**src/include/ulms_pkg.sv**
```systemverilog
// Constants and types for the UART line and modem status block.
// Behaviour
// - Data ready while any received character waits.
// - Overrun when character completes into full FIFO.
// - Overrun character is dropped, FIFO kept intact.
// - Overrun interrupts at once; errors at head.
// - Parity error tagged to head character.
// - Framing error tagged to head character.
// - Break loads one character, holds until high.
// - Holding-empty follows holding register or FIFO empty.
// - Transmitter empty when holding and shift empty.
// - FIFO error while any stored byte tagged.
// - Request-to-send leads first byte by setup.
// - Request-to-send trails last byte by turnaround.
// - Lower nibble selects flow control hysteresis.
// - Delta flags on CTS, DSR, CD change.
// - Ring delta only on ring low-to-high.
// - Modem interrupt when delta set and enabled.
// - Status bits are complements of modem inputs.
// - Loopback status mirrors modem control bits.
// - CTS high pauses after current character.
// - Loopback bit selects internal loopback mode.
`default_nettype none
package ulms_pkg;
	// ================================================================
	// Register map
	localparam logic [2:0] ADDR_LINE_STATUS   = 3'h5;
	localparam logic [2:0] ADDR_MODEM_STATUS  = 3'h6;
	localparam logic [2:0] ADDR_TIMING_HYST   = 3'h7;
	localparam logic [2:0] ADDR_MODEM_CONTROL = 3'h4;
	localparam logic [2:0] ADDR_INT_ENABLE    = 3'h1;
	localparam logic [2:0] ADDR_FEATURE_CTRL  = 3'h2;
	// ================================================================
	// Field positions
	localparam int IEN_LINE   = 2;
	localparam int IEN_MODEM  = 3;
	localparam int MC_RTS     = 1;
	localparam int MC_DTR     = 0;
	localparam int MC_OUT1    = 2;
	localparam int MC_OUT2    = 3;
	localparam int MC_LOOP    = 4;
	localparam int FC_FIFO    = 0;
	localparam int FC_RS485   = 3;
	localparam int FC_AUTOCTS = 1;
	localparam int FC_AUTORTS = 2;
	localparam logic [7:0] RESET_ZERO = 8'h00;
	// ================================================================
	// Transmitter direction states
	typedef enum logic [3:0] {
		ULMS_IDLE  = 4'b0001,
		ULMS_SETUP = 4'b0010,
		ULMS_SEND  = 4'b0100,
		ULMS_HOLD  = 4'b1000
	} ulms_dir_t;
	// ================================================================
	// Hysteresis lookup by code.
	function automatic logic [5:0] ulms_hyst(input logic [3:0] code);
		case (code)
			4'h0: ulms_hyst = 6'h00;
			4'h1: ulms_hyst = 6'h04;
			4'h2: ulms_hyst = 6'h06;
			4'h3: ulms_hyst = 6'h08;
			4'h4: ulms_hyst = 6'h08;
			4'h5: ulms_hyst = 6'h10;
			4'h6: ulms_hyst = 6'h18;
			4'h7: ulms_hyst = 6'h20;
			4'h8: ulms_hyst = 6'h28;
			4'h9: ulms_hyst = 6'h2C;
			4'hA: ulms_hyst = 6'h30;
			4'hB: ulms_hyst = 6'h34;
			4'hC: ulms_hyst = 6'h0C;
			4'hD: ulms_hyst = 6'h14;
			4'hE: ulms_hyst = 6'h1C;
			default: ulms_hyst = 6'h24;
		endcase
	endfunction
endpackage
`default_nettype wire

```
**src/ulms_status.sv**
```systemverilog
// Line status, modem status and RS-485 direction logic of a UART.
//
// Local design decisions: the placing of the registers and the address-and-strobe port.
`default_nettype none
module ulms_status
	import ulms_pkg::*;
#(
	parameter int DEPTH = 16,
	parameter int AW    = 4
) (
	// Clock and reset
	input  wire logic       CLK,
	input  wire logic       RESET,
	// Register port
	input  wire logic [2:0] ADDR,
	input  wire logic [7:0] WDATA,
	input  wire logic       WR,
	input  wire logic       RD,
	output logic      [7:0] RDATA,
	// Receiver side: completed character with its tags
	input  wire logic       RX_DONE,
	input  wire logic [7:0] RX_CHAR,
	input  wire logic       RX_PARITY_ERR,
	input  wire logic       RX_FRAME_ERR,
	input  wire logic       RX_BREAK,
	input  wire logic       RX_LINE,
	input  wire logic       RX_POP,
	output logic      [7:0] RX_HEAD,
	output logic      [AW:0] RX_LEVEL,
	// Transmitter side
	input  wire logic       TX_LOAD,
	input  wire logic       TX_TAKE,
	input  wire logic       TX_SHIFT_BUSY,
	input  wire logic       TX_FIFO_EMPTY,
	input  wire logic       BIT_TICK,
	output logic            TX_ALLOW,
	// Modem pins, active low
	input  wire logic       CTS_N,
	input  wire logic       DSR_N,
	input  wire logic       RI_N,
	input  wire logic       CD_N,
	output logic            RTS_N,
	output logic            DTR_N,
	// Flow control and interrupts
	output logic      [5:0] HYSTERESIS,
	output logic            LOOPBACK,
	output logic            LINE_IRQ,
	output logic            MODEM_IRQ
);
	// ================================================================
	// Control registers
	logic [7:0] int_enable_reg;
	logic [7:0] modem_control;
	logic [7:0] feature_control;
	logic [7:0] rs485_timing_hysteresis;

	always_ff @(posedge CLK) begin
		if (RESET) begin
			int_enable_reg          <= RESET_ZERO;
			modem_control           <= RESET_ZERO;
			feature_control         <= RESET_ZERO;
			rs485_timing_hysteresis <= RESET_ZERO;
		end else if (WR) begin
			case (ADDR)
				ADDR_INT_ENABLE:    int_enable_reg <= WDATA;
				ADDR_MODEM_CONTROL: modem_control <= WDATA;
				ADDR_FEATURE_CTRL:  feature_control <= WDATA;
				ADDR_TIMING_HYST:   rs485_timing_hysteresis <= WDATA;
				default: ;
			endcase
		end
	end

	assign LOOPBACK   = modem_control[MC_LOOP];
	assign HYSTERESIS = (feature_control[FC_AUTORTS])
		? ulms_hyst(rs485_timing_hysteresis[3:0]) : 6'h00;

	// ================================================================
	// Receive FIFO with per-byte tags: parity, framing, break.
	logic [7:0]    mem_data [DEPTH];
	logic [2:0]    mem_tag  [DEPTH];
	logic [AW-1:0] wptr;
	logic [AW-1:0] rptr;
	logic [AW:0]   count;
	logic [AW:0]   err_count;
	logic          full;
	logic          empty;
	logic          push;
	logic          pop;
	logic          break_hold;
	logic [2:0]    in_tag;
	logic [2:0]    head_tag;
	logic          push_err;
	logic          pop_err;

	assign full   = (count == (AW+1)'(DEPTH));
	assign empty  = (count == '0);
	assign in_tag = {RX_BREAK, RX_FRAME_ERR, RX_PARITY_ERR};
	// A full FIFO drops the new character so stored data stay intact.
	assign push   = RX_DONE && !full
		&& !(RX_BREAK && break_hold);
	assign pop    = RX_POP && !empty;
	assign head_tag = empty ? 3'h0 : mem_tag[rptr];
	assign push_err = push && (in_tag != 3'h0);
	assign pop_err  = pop && (head_tag != 3'h0);

	always_ff @(posedge CLK) begin
		if (push) begin
			mem_data[wptr] <= RX_CHAR;
			mem_tag[wptr]  <= in_tag;
		end
	end

	always_ff @(posedge CLK) begin
		if (RESET) begin
			wptr  <= '0;
			rptr  <= '0;
			count <= '0;
		end else begin
			if (push)
				wptr <= wptr + 1'b1;
			if (pop)
				rptr <= rptr + 1'b1;
			count <= count + (AW+1)'(push) - (AW+1)'(pop);
		end
	end

	always_ff @(posedge CLK) begin
		if (RESET)
			err_count <= '0;
		else
			err_count <= err_count + (AW+1)'(push_err)
				- (AW+1)'(pop_err);
	end

	// One break character per break; released when the line goes high.
	always_ff @(posedge CLK) begin
		if (RESET)
			break_hold <= 1'b0;
		else if (RX_DONE && RX_BREAK)
			break_hold <= 1'b1;
		else if (RX_LINE)
			break_hold <= 1'b0;
	end

	always_ff @(posedge CLK) begin
		if (RESET)
			RX_HEAD <= RESET_ZERO;
		else
			RX_HEAD <= empty ? RESET_ZERO : mem_data[rptr];
	end
	assign RX_LEVEL = count;

	// ================================================================
	// Line status
	logic overrun;
	logic rd_line;
	logic thr_empty;
	logic [7:0] line_status;

	assign rd_line = RD && (ADDR == ADDR_LINE_STATUS);

	always_ff @(posedge CLK) begin
		if (RESET)
			overrun <= 1'b0;
		else if (RX_DONE && full)
			overrun <= 1'b1;
		else if (rd_line)
			overrun <= 1'b0;
	end

	// Without FIFO the holding byte empties on take and fills on load.
	always_ff @(posedge CLK) begin
		if (RESET)
			thr_empty <= 1'b1;
		else if (TX_LOAD)
			thr_empty <= 1'b0;
		else if (TX_TAKE)
			thr_empty <= 1'b1;
	end

	logic hold_empty;
	assign hold_empty = feature_control[FC_FIFO] ? TX_FIFO_EMPTY
		: thr_empty;

	always_comb begin
		line_status    = RESET_ZERO;
		line_status[0] = !empty;
		line_status[1] = overrun;
		line_status[2] = head_tag[0];
		line_status[3] = head_tag[1];
		line_status[4] = head_tag[2] || break_hold;
		line_status[5] = hold_empty;
		line_status[6] = hold_empty && !TX_SHIFT_BUSY;
		line_status[7] = (err_count != '0);
	end

	always_ff @(posedge CLK) begin
		if (RESET)
			LINE_IRQ <= 1'b0;
		else
			LINE_IRQ <= int_enable_reg[IEN_LINE]
				&& (overrun || (head_tag != 3'h0));
	end

	// ================================================================
	// Modem status
	logic [3:0] level;
	logic [3:0] level_q;
	logic [3:0] delta;
	logic [3:0] set_delta;
	logic       rd_modem;
	logic       seeded;

	assign rd_modem = RD && (ADDR == ADDR_MODEM_STATUS);

	always_comb begin
		if (modem_control[MC_LOOP])
			level = {modem_control[MC_OUT2], modem_control[MC_OUT1],
				modem_control[MC_DTR], modem_control[MC_RTS]};
		else
			level = {!CD_N, !RI_N, !DSR_N, !CTS_N};
	end

	always_comb begin
		set_delta    = level ^ level_q;
		set_delta[2] = level_q[2] && !level[2];
		if (!seeded)
			set_delta = 4'h0;
	end

	always_ff @(posedge CLK) begin
		if (RESET) begin
			level_q <= 4'h0;
			seeded  <= 1'b0;
		end else begin
			level_q <= level;
			seeded  <= 1'b1;
		end
	end

	// A change in the read cycle survives the clear.
	always_ff @(posedge CLK) begin
		if (RESET)
			delta <= 4'h0;
		else if (rd_modem)
			delta <= set_delta;
		else
			delta <= delta | set_delta;
	end

	always_ff @(posedge CLK) begin
		if (RESET)
			MODEM_IRQ <= 1'b0;
		else
			MODEM_IRQ <= int_enable_reg[IEN_MODEM]
				&& (delta != 4'h0);
	end

	// ================================================================
	// Read port
	always_ff @(posedge CLK) begin
		if (RESET)
			RDATA <= RESET_ZERO;
		else if (RD) begin
			case (ADDR)
				ADDR_LINE_STATUS:   RDATA <= line_status;
				ADDR_MODEM_STATUS:  RDATA <= {level, delta};
				ADDR_INT_ENABLE:    RDATA <= int_enable_reg;
				ADDR_MODEM_CONTROL: RDATA <= modem_control;
				ADDR_FEATURE_CTRL:  RDATA <= feature_control;
				default:            RDATA <= RESET_ZERO;
			endcase
		end
	end

	// ================================================================
	// RS-485 direction control, counted in bit ticks.
	ulms_dir_t  state;
	logic [3:0] bits;
	logic       tx_pending;
	logic       rs485;

	assign rs485      = feature_control[FC_RS485];
	assign tx_pending = !hold_empty || TX_SHIFT_BUSY;

	always_ff @(posedge CLK) begin
		if (RESET) begin
			state <= ULMS_IDLE;
			bits  <= 4'h0;
		end else begin
			case (state)
				ULMS_IDLE: begin
					bits <= 4'h0;
					if (rs485 && tx_pending)
						state <= ULMS_SETUP;
				end
				ULMS_SETUP: begin
					if (bits == rs485_timing_hysteresis[7:4]) begin
						state <= ULMS_SEND;
						bits  <= 4'h0;
					end else if (BIT_TICK)
						bits <= bits + 4'h1;
				end
				ULMS_SEND: begin
					bits <= 4'h0;
					if (!tx_pending)
						state <= ULMS_HOLD;
				end
				ULMS_HOLD: begin
					if (tx_pending)
						state <= ULMS_SEND;
					else if (bits == rs485_timing_hysteresis[3:0])
						state <= ULMS_IDLE;
					else if (BIT_TICK)
						bits <= bits + 4'h1;
				end
				default: state <= ULMS_IDLE;
			endcase
		end
	end

	// ================================================================
	// Pin drive and transmit permission
	logic rts_active;
	// The pin goes active with the move into setup, so every tick that
	// the setup count takes comes after the pin has changed.
	assign rts_active = rs485 ? (state != ULMS_IDLE || tx_pending)
		: modem_control[MC_RTS];

	always_ff @(posedge CLK) begin
		if (RESET) begin
			RTS_N <= 1'b1;
			DTR_N <= 1'b1;
		end else begin
			RTS_N <= !(rts_active && !modem_control[MC_LOOP]);
			DTR_N <= !(modem_control[MC_DTR]
				&& !modem_control[MC_LOOP]);
		end
	end

	// The transmitter checks this only between characters, so a pause
	// never cuts a character short.
	assign TX_ALLOW = (!feature_control[FC_AUTOCTS] || level[0])
		&& (!rs485 || state == ULMS_SEND);
endmodule
`default_nettype wire

```
**config.mk**
```make
export PLATFORM = sky130hd
export DESIGN_NAME = ulms_status
export DESIGN_NICKNAME = d
export VERILOG_FILES = /design/src/include/ulms_pkg.sv /design/src/ulms_status.sv
export SDC_FILE = /design/constraint.sdc
export NUM_CORES = 1
export LEC_CHECK = 0
export BUFFER_PORTS_ARGS = -buffer_cell sky130_fd_sc_hd__buf_2
export CAP_MARGIN = 20
export CORE_MARGIN = 1
export CORE_UTILIZATION = 55
export DETAILED_ROUTE_END_ITERATION = 16
export HOLD_SLACK_MARGIN = 0.02
export PLACE_DENSITY = 0.73
export SKIP_LAST_GASP = 1
export SLEW_MARGIN = 30
export SYNTH_ARGS = -nofsm -noshare
export SYNTH_HDL_FRONTEND = slang
export SYNTH_SLANG_ARGS = --single-unit
```
**constraint.sdc**
```tcl
create_clock -name CLK -period 7.74 [get_ports CLK]
set_input_delay 0.387 -clock CLK [delete_from_list [all_inputs] [get_ports CLK]]
set_output_delay 0.387 -clock CLK [all_outputs]
set_load 0.05 [all_outputs]
```
; ---- Yosys cells after proc, flatten, opt, wreduce, memory -nomap -nowiden
; Memories as Yosys holds them, arrays and structs flattened. A register that Yosys moved wholly into a read port is not among the register bits.
; Cells that the tools add are included.
[word_totals]
register_bits = 82
ramBits = 176
rom_bits = 80
input_bits = 38
out_inout_bits = 33
wordCells = 141
memories = 3
[memory_table]
columns = name, words, width, rd, rd_clocked_by_memory_dff, wr, line
row1 = mem_data, 16, 8, 1, 1, 1, ulms_status.sv:80  ; logic [7:0] mem_data [DEPTH];
row2 = (name not given), 16, 5, 1, 1, 0, ulms_pkg.sv:58  ; case (code)
row3 = mem_tag, 16, 3, 1, 1, 1, ulms_status.sv:81  ; logic [2:0] mem_tag [DEPTH];
[op_classes]
addsub = 7
eq_ne = 20
muxes = 32
bitwise = 2
reduce_logical = 56
[ops]
columns = cell, count
row1 = 2-to-1 mux 4 bit, 16
row2 = case mux 8 bit (5 select lines), 1
row3 = logical AND 1 bit, 18
row4 = case mux 4 bit (4 select lines), 1
row5 = logical NOT 1 bit, 15
row6 = adder 4 x 1 -> 4 bit (second input constant), 3
row7 = equality test 3 bit (second input constant), 4
row8 = case mux 4 bit (3 select lines), 1
row9 = 2-to-1 mux 1 bit, 11
row10 = adder 5 x 1 -> 5 bit, 2
row11 = inequality test 2 bit (second input constant), 5
row12 = subtractor 5 x 1 -> 5 bit, 2
row13 = nonzero test 3 bit, 3
row14 = equality test 4 bit, 2
row15 = AND reduction 2 bit, 4
row16 = logical OR 1 bit, 6
row17 = 2-to-1 mux 6 bit, 1
row18 = nonzero test 2 bit, 3
row19 = equality test 5 bit (second input constant), 1
row20 = logical NOT 5 bit, 1
row21 = nonzero test 5 bit, 1
row22 = equality test 4 x 1 -> 1 bit (second input constant), 1
row23 = equality test 4 x 2 -> 1 bit (second input constant), 1
row24 = equality test 4 x 3 -> 1 bit (second input constant), 1
row25 = other kinds (12), 13

; ---- Depth between registers and ports, before layout
; Gate-level depths: netlist (run 1).
[depth]
depth_word = 7
depth_mapped = 16
mapped_depth_nobuf = 15

; ---- Worst setup path after synthesis (run 1)
; Ideal clock, no wire load.
[synth_path]
path_type = flip-flop to flip-flop
start = register count[3], in the netlist RX_LEVEL[3]
end = register err_count[4]
setup_time_ns = 0.070
t_arrival_ns = 3.201
slack_ns = 4.469
path_stages_with_launch = 17
n_path_buf = 1
synth_period_minus_slack_ns = 3.271
cell_sequence = dfxtp_1 inv_1 ha_1 or4b_2 and2_1 buf_2 o31a_1 ha_1 inv_1 ha_1 inv_1 fa_1 inv_1 a21oi_1 nor2_1 or3_1 a21oi_1
[synth_lines]
columns = item, line
row1 = from (decl), ulms_status.sv:84  ; logic [AW:0] count;
row2 = from (signal assigned), ulms_status.sv:124  ; count <= count + (AW+1)'(push) - (AW+1)'(pop);
row3 = logical NOT 5 bit, ulms_status.sv:97  ; assign empty = (count == '0);
row4 = logical NOT 1 bit, ulms_status.sv:102  ; assign pop = RX_POP && !empty;
row5 = logical AND 1 bit, ulms_status.sv:102
row6 = named net pop, ulms_status.sv:89  ; logic pop;
row7 = logical AND 1 bit, ulms_status.sv:105  ; assign pop_err = pop && (head_tag != 3'h0);
row8 = subtractor 5 x 1 -> 5 bit, ulms_status.sv:133  ; - (AW+1)'(pop_err);
row9 = to (signal assigned), ulms_status.sv:132  ; err_count <= err_count + (AW+1)'(push_err)
row10 = to (decl), ulms_status.sv:85  ; logic [AW:0] err_count;
; The timed path passes the listed nets, and every way through them passes these cells.
; A chain may end at the register's enable or synchronous reset.

==> implementation parameters, run 1 <==
Parameter                              Value

Run status
  Outcome ... finished clean

Finish
  Final-stage net count ... 940
  Max reg flops ... 128
  Antenna Cells ... 0
  Share of cells above drive strength 1 ... 22.6%
  Post-layout util ... 63.9%
  Area taken by flip-flops and latches ... 0.00727 mm^2
  Most used cells in the layout excluding fill and tap cells ... sky130_fd_sc_hd__edfxtp_1 (176), sky130_fd_sc_hd__dfxtp_1 (98), sky130_fd_sc_hd__nand2_1 (74)
  Filler Cell Count ... 1485
  Combined area of the multi-input logic cells ... 0.00378 mm^2
  Commonest non-fill, non-tap cell in the layout ... sky130_fd_sc_hd__edfxtp_1
  Top reg by flops ... mem_data
  Area growth from synthesis to layout ... 14.3%
  Biggest registers after layout ... mem_data (128), mem_tag (48)

Drt
  Number of remaining DRC errors ... 0
  Routed wirelength normalized by instance count ... 20.0 um
  Via count ... 6831
  Total Routed Length ... 23500 um
  First DRT Iteration DRCs ... 405
  Number of antenna-violating nets in the routed design ... 0
  Number of optimization iterations in the first detailed-route pass ... 4
  Via density per instance ... 5.83

Logic synthesis
  Fraction of synthesized cell area in xor and xnor cells ... 1.78%
  Mux share of post-synthesis cell area ... 12.5%
  Average cell area after synthesis ... 14.0 um^2
  Number of distinct standard cells referenced by the synthesized netlist ... 63
  Compound-cell area share of the yosys netlist ... 6.44%
  Sequential share of the synthesized area ... 64.2%
  FFs w/ async S/R, synth ... 0%
  Number of flip-flops and latches in the synthesized netlist ... 275
  Gate count after technology mapping ... 806
  Area of the mapped netlist ... 0.0113 mm^2
  Fraction of the mapped netlist area in adder cells ... 2.45%
  Combinational family with the most area after synthesis ... multiplexers
  Ys flop type ... sky130_fd_sc_hd__edfxtp_1
  Number of enable flip-flop cells after synthesis ... 176
  Syn nets ... 865
  Simple-gate area share of the yosys netlist ... 9.85%
  Yosys Warn Count ... 0

Job
  Max capacitance violation total ... 0

Hold path
  Path type of the worst min-delay path ... in2reg
  Sink of the worst hold path ... thr_empty$_SDFFE_PP1P_
  Critical hold path startpoint ... TX_LOAD
  Hold path depth ... 2

Placed design
  Detailed placer's ending HPWL ... 15300 um
  Global placer's final weighted congestion ... 0.779
  Buffers on Ports ... 69
  Pre-CTS worst setup slack ... 4.06 ns

Power
  Leakage power of the design ... 0.00449 uW
  Internal Dissipation ... 2830 uW
  Switching power summed over all nets ... 1060 uW
  Clk pwr share ... 35.3%
  Combinational power share ... 20.3%
  Worst vdd ir ... 0.265 mV
  Portion of total power attributed to sequential cells ... 44.5%
  Power, Total ... 3890 uW
  Net Sw Frac ... 27.3%
  Power density over the cells ... 301 mW/mm^2

Die
  Die Ht ... 145 um
  Width of the die ... 145 um
  Die Area ... 0.0212 mm^2
  Starting utilization of the core area ... 55.9%
  # rows ... 52
  IO Pins ... 71
  Core region area ... 0.0202 mm^2

STA
  Shortest period the worst path allows ... 3.66 ns
  Peak clock frequency supported by timing ... 273 MHz
  Post-Route Skew ... 0.0209 ns
  # setup viols final ... 0
  RSZ-0062 raised after global routing ... false
  Final hold violations ... 0
  Fraction of the cycle the final worst path needs ... 47.3%
  Actual transition at the worst max-transition pin ... 0.843 ns
  Tightest slew margin relative to the limit ... 43.7%
  Total negative slack for setup checks ... 0 ns
  Slew Limit Fails ... 0
  Final worst-path setup slack ... 4.08 ns

Clock network
  Setup bufs post-CTS ... 0
  Cells resized by post-CTS repair ... 0
  H-tree lvl count ... 1
  CTS sink count ... 275
  Clock tree from TritonCTS ... built
  Max Root-Sink Buffers ... 3
  Clock root buffer master ... sky130_fd_sc_hd__clkbuf_16
  Number of buffers added by the clock tree synthesis step ... 27
  Source-to-sink clock delay at the later pin of the worst-skew pair ... 0.55 ns
  CTS clk-pin slew, worst paths ... 0.06 ns
  CTS hold repair buffers ... 0

Global route
  Via count of the first global-routing pass ... 6580
  Pin count of the biggest net entering global routing ... 82
  Antenna violations before repair ... 0
  Tot GR Track Use ... 22.6%
  Global-route wire length before repair ... 36500 um
  Gr ovfl total ... 0

Setup path
  CP required ... 8.20 ns
  Worst Setup Path Type ... reg2reg
  Worst reg2reg endpoint ... err_count[4]$_SDFF_PP0_
  Critical path launch point type ... register
  Category of the worst setup path capture point ... register
  Setup slack of the worst register-to-register path ... 4.08 ns
  Crit path max fanout ... 12
  Register-to-Register Path Depth ... 14
  Arrival time of data at the critical path endpoint ... 4.12 ns
## worst max-delay path: stages, from the launching register on
cell                      delay [ns]
sky130_fd_sc_hd__dfxtp_1        0.78
sky130_fd_sc_hd__mux4_2         0.59
sky130_fd_sc_hd__a22oi_1        0.23
sky130_fd_sc_hd__nand3_1        0.16
sky130_fd_sc_hd__o31a_1         0.31
sky130_fd_sc_hd__ha_1           0.27
sky130_fd_sc_hd__inv_1          0.04
sky130_fd_sc_hd__ha_1           0.18
sky130_fd_sc_hd__inv_1          0.08
sky130_fd_sc_hd__fa_1           0.20
sky130_fd_sc_hd__inv_1          0.05
sky130_fd_sc_hd__a21oi_1        0.14
sky130_fd_sc_hd__nor2_1         0.06
sky130_fd_sc_hd__or3_1          0.35
sky130_fd_sc_hd__a21oi_1        0.16
## how the worst max path moves through the flow
stage | slack (ns) | cells past startpoint | end
floorplan | 4.47 | 16 | err_count[4]$_SDFF_PP0_
global placement | 4.16 | 14 | err_count[4]$_SDFF_PP0_
detailed placement | 4.06 | 14 | err_count[4]$_SDFF_PP0_
CTS | 4.04 | 14 | err_count[4]$_SDFF_PP0_
global route | 3.77 | 14 | err_count[4]$_SDFF_PP0_
finish | 4.08 | 14 | err_count[4]$_SDFF_PP0_
## cells in the mapped netlist (5+ instances only)
cell,number,area (um^2)
sky130_fd_sc_hd__ha_1,19,238
sky130_fd_sc_hd__mux2_2,7,78.8
sky130_fd_sc_hd__nor3_1,7,35.0
sky130_fd_sc_hd__nand2b_1,13,81.3
sky130_fd_sc_hd__a22oi_1,15,113
sky130_fd_sc_hd__nor2_1,57,214
sky130_fd_sc_hd__o21ai_0,16,80.1
sky130_fd_sc_hd__mux2i_1,17,170
sky130_fd_sc_hd__nor2b_1,19,119
sky130_fd_sc_hd__mux4_2,52,1170
sky130_fd_sc_hd__nand2_1,74,278
sky130_fd_sc_hd__edfxtp_1,176,5290
sky130_fd_sc_hd__xnor2_1,10,87.6
sky130_fd_sc_hd__nand3_1,12,60.1
sky130_fd_sc_hd__xor2_1,13,114
sky130_fd_sc_hd__a21oi_1,42,210
sky130_fd_sc_hd__clkbuf_1,23,86.3
sky130_fd_sc_hd__nand4_1,7,43.8
sky130_fd_sc_hd__inv_1,29,109
sky130_fd_sc_hd__nor4b_1,5,43.8
sky130_fd_sc_hd__and2_1,7,43.8
sky130_fd_sc_hd__buf_1,9,33.8
sky130_fd_sc_hd__dfxtp_1,99,1980
## cell type report
cell class                      count  area share, %
Sequential cell                   275           56.2
Tap cell                          270           2.61
Inverter                           30          0.870
Multi-Input combinational cell    460           29.2
Clock buffer                       40           6.23
Clock inverter                     10           1.18
Timing Repair Buffer               87           3.71
## kinds of logic (layout without fill, tap and decap cells)
family | Yosys count | count (layout)
xor gates and xnor gates | 23 | 23
AOI/OAI and AO/OA | 112 | 112
adders and majority gates | 21 | 21
other | 1 | 1
muxes | 76 | 76
DFF | 275 | 275
and+or+nand+nor | 227 | 227
buffers and inverters | 71 | 167
## layer usage
metal  vias up  global-route usage [%]  routed length [um]
li1       3167                       -                   -
met1      3373                    30.5                9890
met5         -                       0                   0
met2       248                    38.0               11500
met4         0                    7.00                 585
met3        43                    3.32                1520
## power by group through the flow
| stage | Clock, uW | Sequential (uW) | Combinational [uW] |
|---|---|---|---|
| after floorplan | 0 | 1820 | 558 |
| after global placement | 0 | 1760 | 775 |
| after detailed placement | 0 | 1760 | 790 |
| after CTS | 1400 | 1730 | 797 |
| after global routing | 1450 | 1740 | 863 |
| final | 1370 | 1730 | 788 |
## through the flow
step	instance area, um^2	cells	hold slack [ns]
4_1_cts	12900	1172	0.0485
5_1_grt	12900	1172	0.0644
3_5_place_dp	12000	1122	0.405
2_1_floorplan	11300	806	0.381
3_3_place_gp	12000	1122	0.406
6_report	12900	1172	0.0560
No activity file was read; power rests on OpenSTA's default activity.
==> run 2: changes to the inputs <==
--- a/config.mk
+++ b/config.mk
@@ -8,10 +8,10 @@
 export BUFFER_PORTS_ARGS = -buffer_cell sky130_fd_sc_hd__buf_2
 export CAP_MARGIN = 20
 export CORE_MARGIN = 1
-export CORE_UTILIZATION = 55
+export CORE_UTILIZATION = 54
 export DETAILED_ROUTE_END_ITERATION = 16
 export HOLD_SLACK_MARGIN = 0.02
-export PLACE_DENSITY = 0.73
+export PLACE_DENSITY = 0.75
 export SKIP_LAST_GASP = 1
 export SLEW_MARGIN = 30
 export SYNTH_ARGS = -nofsm -noshare
==> constraint.sdc (replaced) <==
create_clock -name CLK -period 3.13 [get_ports CLK]
set_input_delay 0.1565 -clock CLK [delete_from_list [all_inputs] [get_ports CLK]]
set_output_delay 0.1565 -clock CLK [all_outputs]
set_load 0.05 [all_outputs]
==> run 2 against run 1 <==
First-iteration DRC count grew 51%; maximum frequency up 19%; critical path depth increased by 2; sequential power is 150% higher; sequential share of layout area shrank 2.2 points; final area rose by 4.2%; total power grew to 2.5 times the previous value; clock-buffer cell count down 8; die area is 1.8% higher; clock power is 140% higher; critical path type unchanged; critical endpoint unchanged.
==> implementation parameters, run 2 (synthesis results as in run 1) <==
Parameter                              Value

Run status
  Outcome ... finished clean (unchanged)

Clock network
  Clock tree from TritonCTS ... built (unchanged)
  Max Root-Sink Buffers ... 3 (unchanged)
  CTS sink count ... 275 (unchanged)
  H-tree lvl count ... 1 (unchanged)
  Clock root buffer master ... sky130_fd_sc_hd__clkbuf_16 (unchanged)
  CTS clk-pin slew, worst paths ... 0.06 ns (about the same)
  Number of buffers added by the clock tree synthesis step ... 29 (was 27)
  Source-to-sink clock delay at the later pin of the worst-skew pair ... 0.54 ns (was 0.55 ns)

Drt
  Number of antenna-violating nets in the routed design ... 0 (unchanged)
  Sum of met2 wire segment lengths after detailed routing ... 12300 um (was 11500 um)
  Metal3 WL ... 1740 um (was 1520 um)
  Sum of routed wire segments on met1 ... 10500 um (was 9890 um)
  Routed wirelength normalized by instance count ... 20.4 um (was 20.0 um)
  Top routing layer in use ... met4 (unchanged)
  Via count ... 7114 (was 6831)
  Number of remaining DRC errors ... 0 (unchanged)
  First DRT Iteration DRCs ... 611 (was 405)
  Number of optimization iterations in the first detailed-route pass ... 5 (was 4)
  Via density per instance ... 5.76 (was 5.83)
  Total Routed Length ... 25200 um (was 23500 um)

Finish
  Share of cells above drive strength 1 ... 26.3% (was 22.6%)
  Most used cells in the layout excluding fill and tap cells ... sky130_fd_sc_hd__edfxtp_1 (176), sky130_fd_sc_hd__dfxtp_1 (95), sky130_fd_sc_hd__nand2_1 (73) (was sky130_fd_sc_hd__edfxtp_1 (176), sky130_fd_sc_hd__dfxtp_1 (98), sky130_fd_sc_hd__nand2_1 (74))
  Area growth from synthesis to layout ... 19.1% (was 14.3%)
  Commonest non-fill, non-tap cell in the layout ... sky130_fd_sc_hd__edfxtp_1 (unchanged)
  Post-layout instance area ... 0.0135 mm^2 (was 0.0129 mm^2)
  Biggest registers after layout ... mem_data (128), mem_tag (48) (unchanged)
  Max reg flops ... 128 (unchanged)
  Antenna Cells ... 0 (unchanged)
  Final-stage net count ... 1001 (was 940)
  Top reg by flops ... mem_data (unchanged)

Die
  Width of the die ... 147 um (was 145 um)
  Die Area ... 0.0215 mm^2 (was 0.0212 mm^2)
  Core region area ... 0.0204 mm^2 (was 0.0202 mm^2)
  Die Ht ... 147 um (was 145 um)
  Starting utilization of the core area ... 55.6% (was 55.9%)
  IO Pins ... 71 (unchanged)
  # rows ... 52 (unchanged)

Power
  Power density over the cells ... 734 mW/mm^2 (was 301 mW/mm^2)
  Worst vdd ir ... 0.485 mV (was 0.265 mV)
  Leakage power of the design ... 0.00477 uW (was 0.00449 uW)

Placed design
  Standard cell area after detailed placement ... 0.0121 mm^2 (was 0.0120 mm^2)
  Global placer's final weighted congestion ... 0.826 (was 0.779)
  Pre-CTS worst setup slack ... -0.0726 ns (was 4.06 ns)
  Buffers on Ports ... 69 (unchanged)
  Detailed placer's ending HPWL ... 15700 um (was 15300 um)

Setup path
  Worst Setup Path Type ... reg2reg (unchanged)
  CP required ... 3.60 ns (was 8.20 ns)
  Arrival time of data at the critical path endpoint ... 3.54 ns (was 4.12 ns)
  Crit path max fanout ... 7 (was 12)
  Category of the worst setup path capture point ... register (unchanged)
  Critical path launch point type ... register (unchanged)

Global route
  Antenna violations before repair ... 0 (unchanged)
  Via count of the first global-routing pass ... 7100 (was 6580)
  Gr ovfl total ... 0 (unchanged)
  Pin count of the biggest net entering global routing ... 40 (was 82)
  Global-route wire length before repair ... 39400 um (was 36500 um)
  Tot GR Track Use ... 24.0% (was 22.6%)

STA
  Peak clock frequency supported by timing ... 325 MHz (was 273 MHz)
  RSZ-0062 raised after global routing ... true (was false)
  Total negative slack for setup checks ... 0 ns (unchanged)
  Post-Route Skew ... 0.0135 ns (was 0.0209 ns)
  Fraction of the cycle the final worst path needs ... 98.3% (was 47.3%)
  Actual transition at the worst max-transition pin ... 0.812 ns (was 0.843 ns)
  Slew Limit Fails ... 0 (unchanged)
  Tightest slew margin relative to the limit ... 45.8% (was 43.7%)
  Final hold violations ... 0 (unchanged)
  Hold slack final ... 0.0423 ns (was 0.0560 ns)
  # setup viols final ... 0 (unchanged)
  Shortest period the worst path allows ... 3.08 ns (was 3.66 ns)
  Final worst-path setup slack ... 0.0543 ns (was 4.08 ns)

Job
  Max capacitance violation total ... 0 (unchanged)

Hold path
  Path type of the worst min-delay path ... in2reg (unchanged)
-- run 2: area by class of cell --
cell class	count	area, um^2
clock inverter	22	175
fill	1420	6880
timing repair buffer	146	1020
inverter	30	113
multi-input combinational	460	3820
tap	270	338
sequential	275	7280
clock buffer	32	737
-- run 2: timing repair --
| item | in CTS | in global routing |
|---|---|---|
| hold buffers | 27 | 0 |
| cloned | 0 | 0 |
| gates resized for setup | 6 | 11 |
| setup endpoints to repair | 1 | 2 |
| endpoints found under the hold margin | 188 | 0 |
| buffers inserted | 12 | 2 |
| pin swaps | 6 | 8 |
-- run 2: critical path, cell delays in order, from the launching register on --
cell and delay (ns):
sky130_fd_sc_hd__dfxtp_4 0.37, sky130_fd_sc_hd__buf_8 0.12, sky130_fd_sc_hd__buf_4 0.11, sky130_fd_sc_hd__mux4_2 0.50, sky130_fd_sc_hd__nand3_2 0.11, sky130_fd_sc_hd__nand3_2 0.09, sky130_fd_sc_hd__o31a_1 0.32, sky130_fd_sc_hd__ha_1 0.27
sky130_fd_sc_hd__inv_1 0.04, sky130_fd_sc_hd__ha_2 0.17, sky130_fd_sc_hd__inv_2 0.06, sky130_fd_sc_hd__fa_2 0.19, sky130_fd_sc_hd__inv_1 0.05, sky130_fd_sc_hd__a21oi_2 0.10, sky130_fd_sc_hd__nor2_1 0.05, sky130_fd_sc_hd__or3_1 0.33
sky130_fd_sc_hd__a21oi_1 0.12
-- run 2: worst paths after layout --
path | slack [ns] | startpoint | end | depth (start not counted)
min reg2reg | 0.45 | modem_control[0]$_SDFFE_PP0P_ | DTR_N$_SDFF_PP1_ | 1
min | 0.04 | RX_BREAK | mem_tag[6][2]$_DFFE_PP_ | 1
max | 0.05 | register | err_count[4]$_SDFF_PP0_ | 16
max reg2reg | 0.05 | register | err_count[4]$_SDFF_PP0_ | 16
-- run 2: stage by stage --
stage / total power [uW] / std cells / utilization (%)
6_report: 9900 / 1235 / 66.2
3_3_place_gp: 6440 / 1140 / 59.6
4_1_cts: 9910 / 1233 / 65.9
2_1_floorplan: 5900 / 806 / -
5_1_grt: 10300 / 1235 / 66.2
3_5_place_dp: 6480 / 1140 / 59.6
-- run 2: metal layers --
metal | up-vias | track usage, %
li1 | 3284 | -
met1 | 3504 | 33.2
met2 | 271 | 39.6
met3 | 55 | 2.92
met4 | 0 | 8.33
met5 | - | 0
-- run 2: report_power, final --
| part | switching, uW | internal, uW |
|---|---|---|
| Combinational | 1210 | 1160 |
| Clock | 1400 | 1870 |
| Sequential | 173 | 4090 |
| Total | 2780 | 7120 |
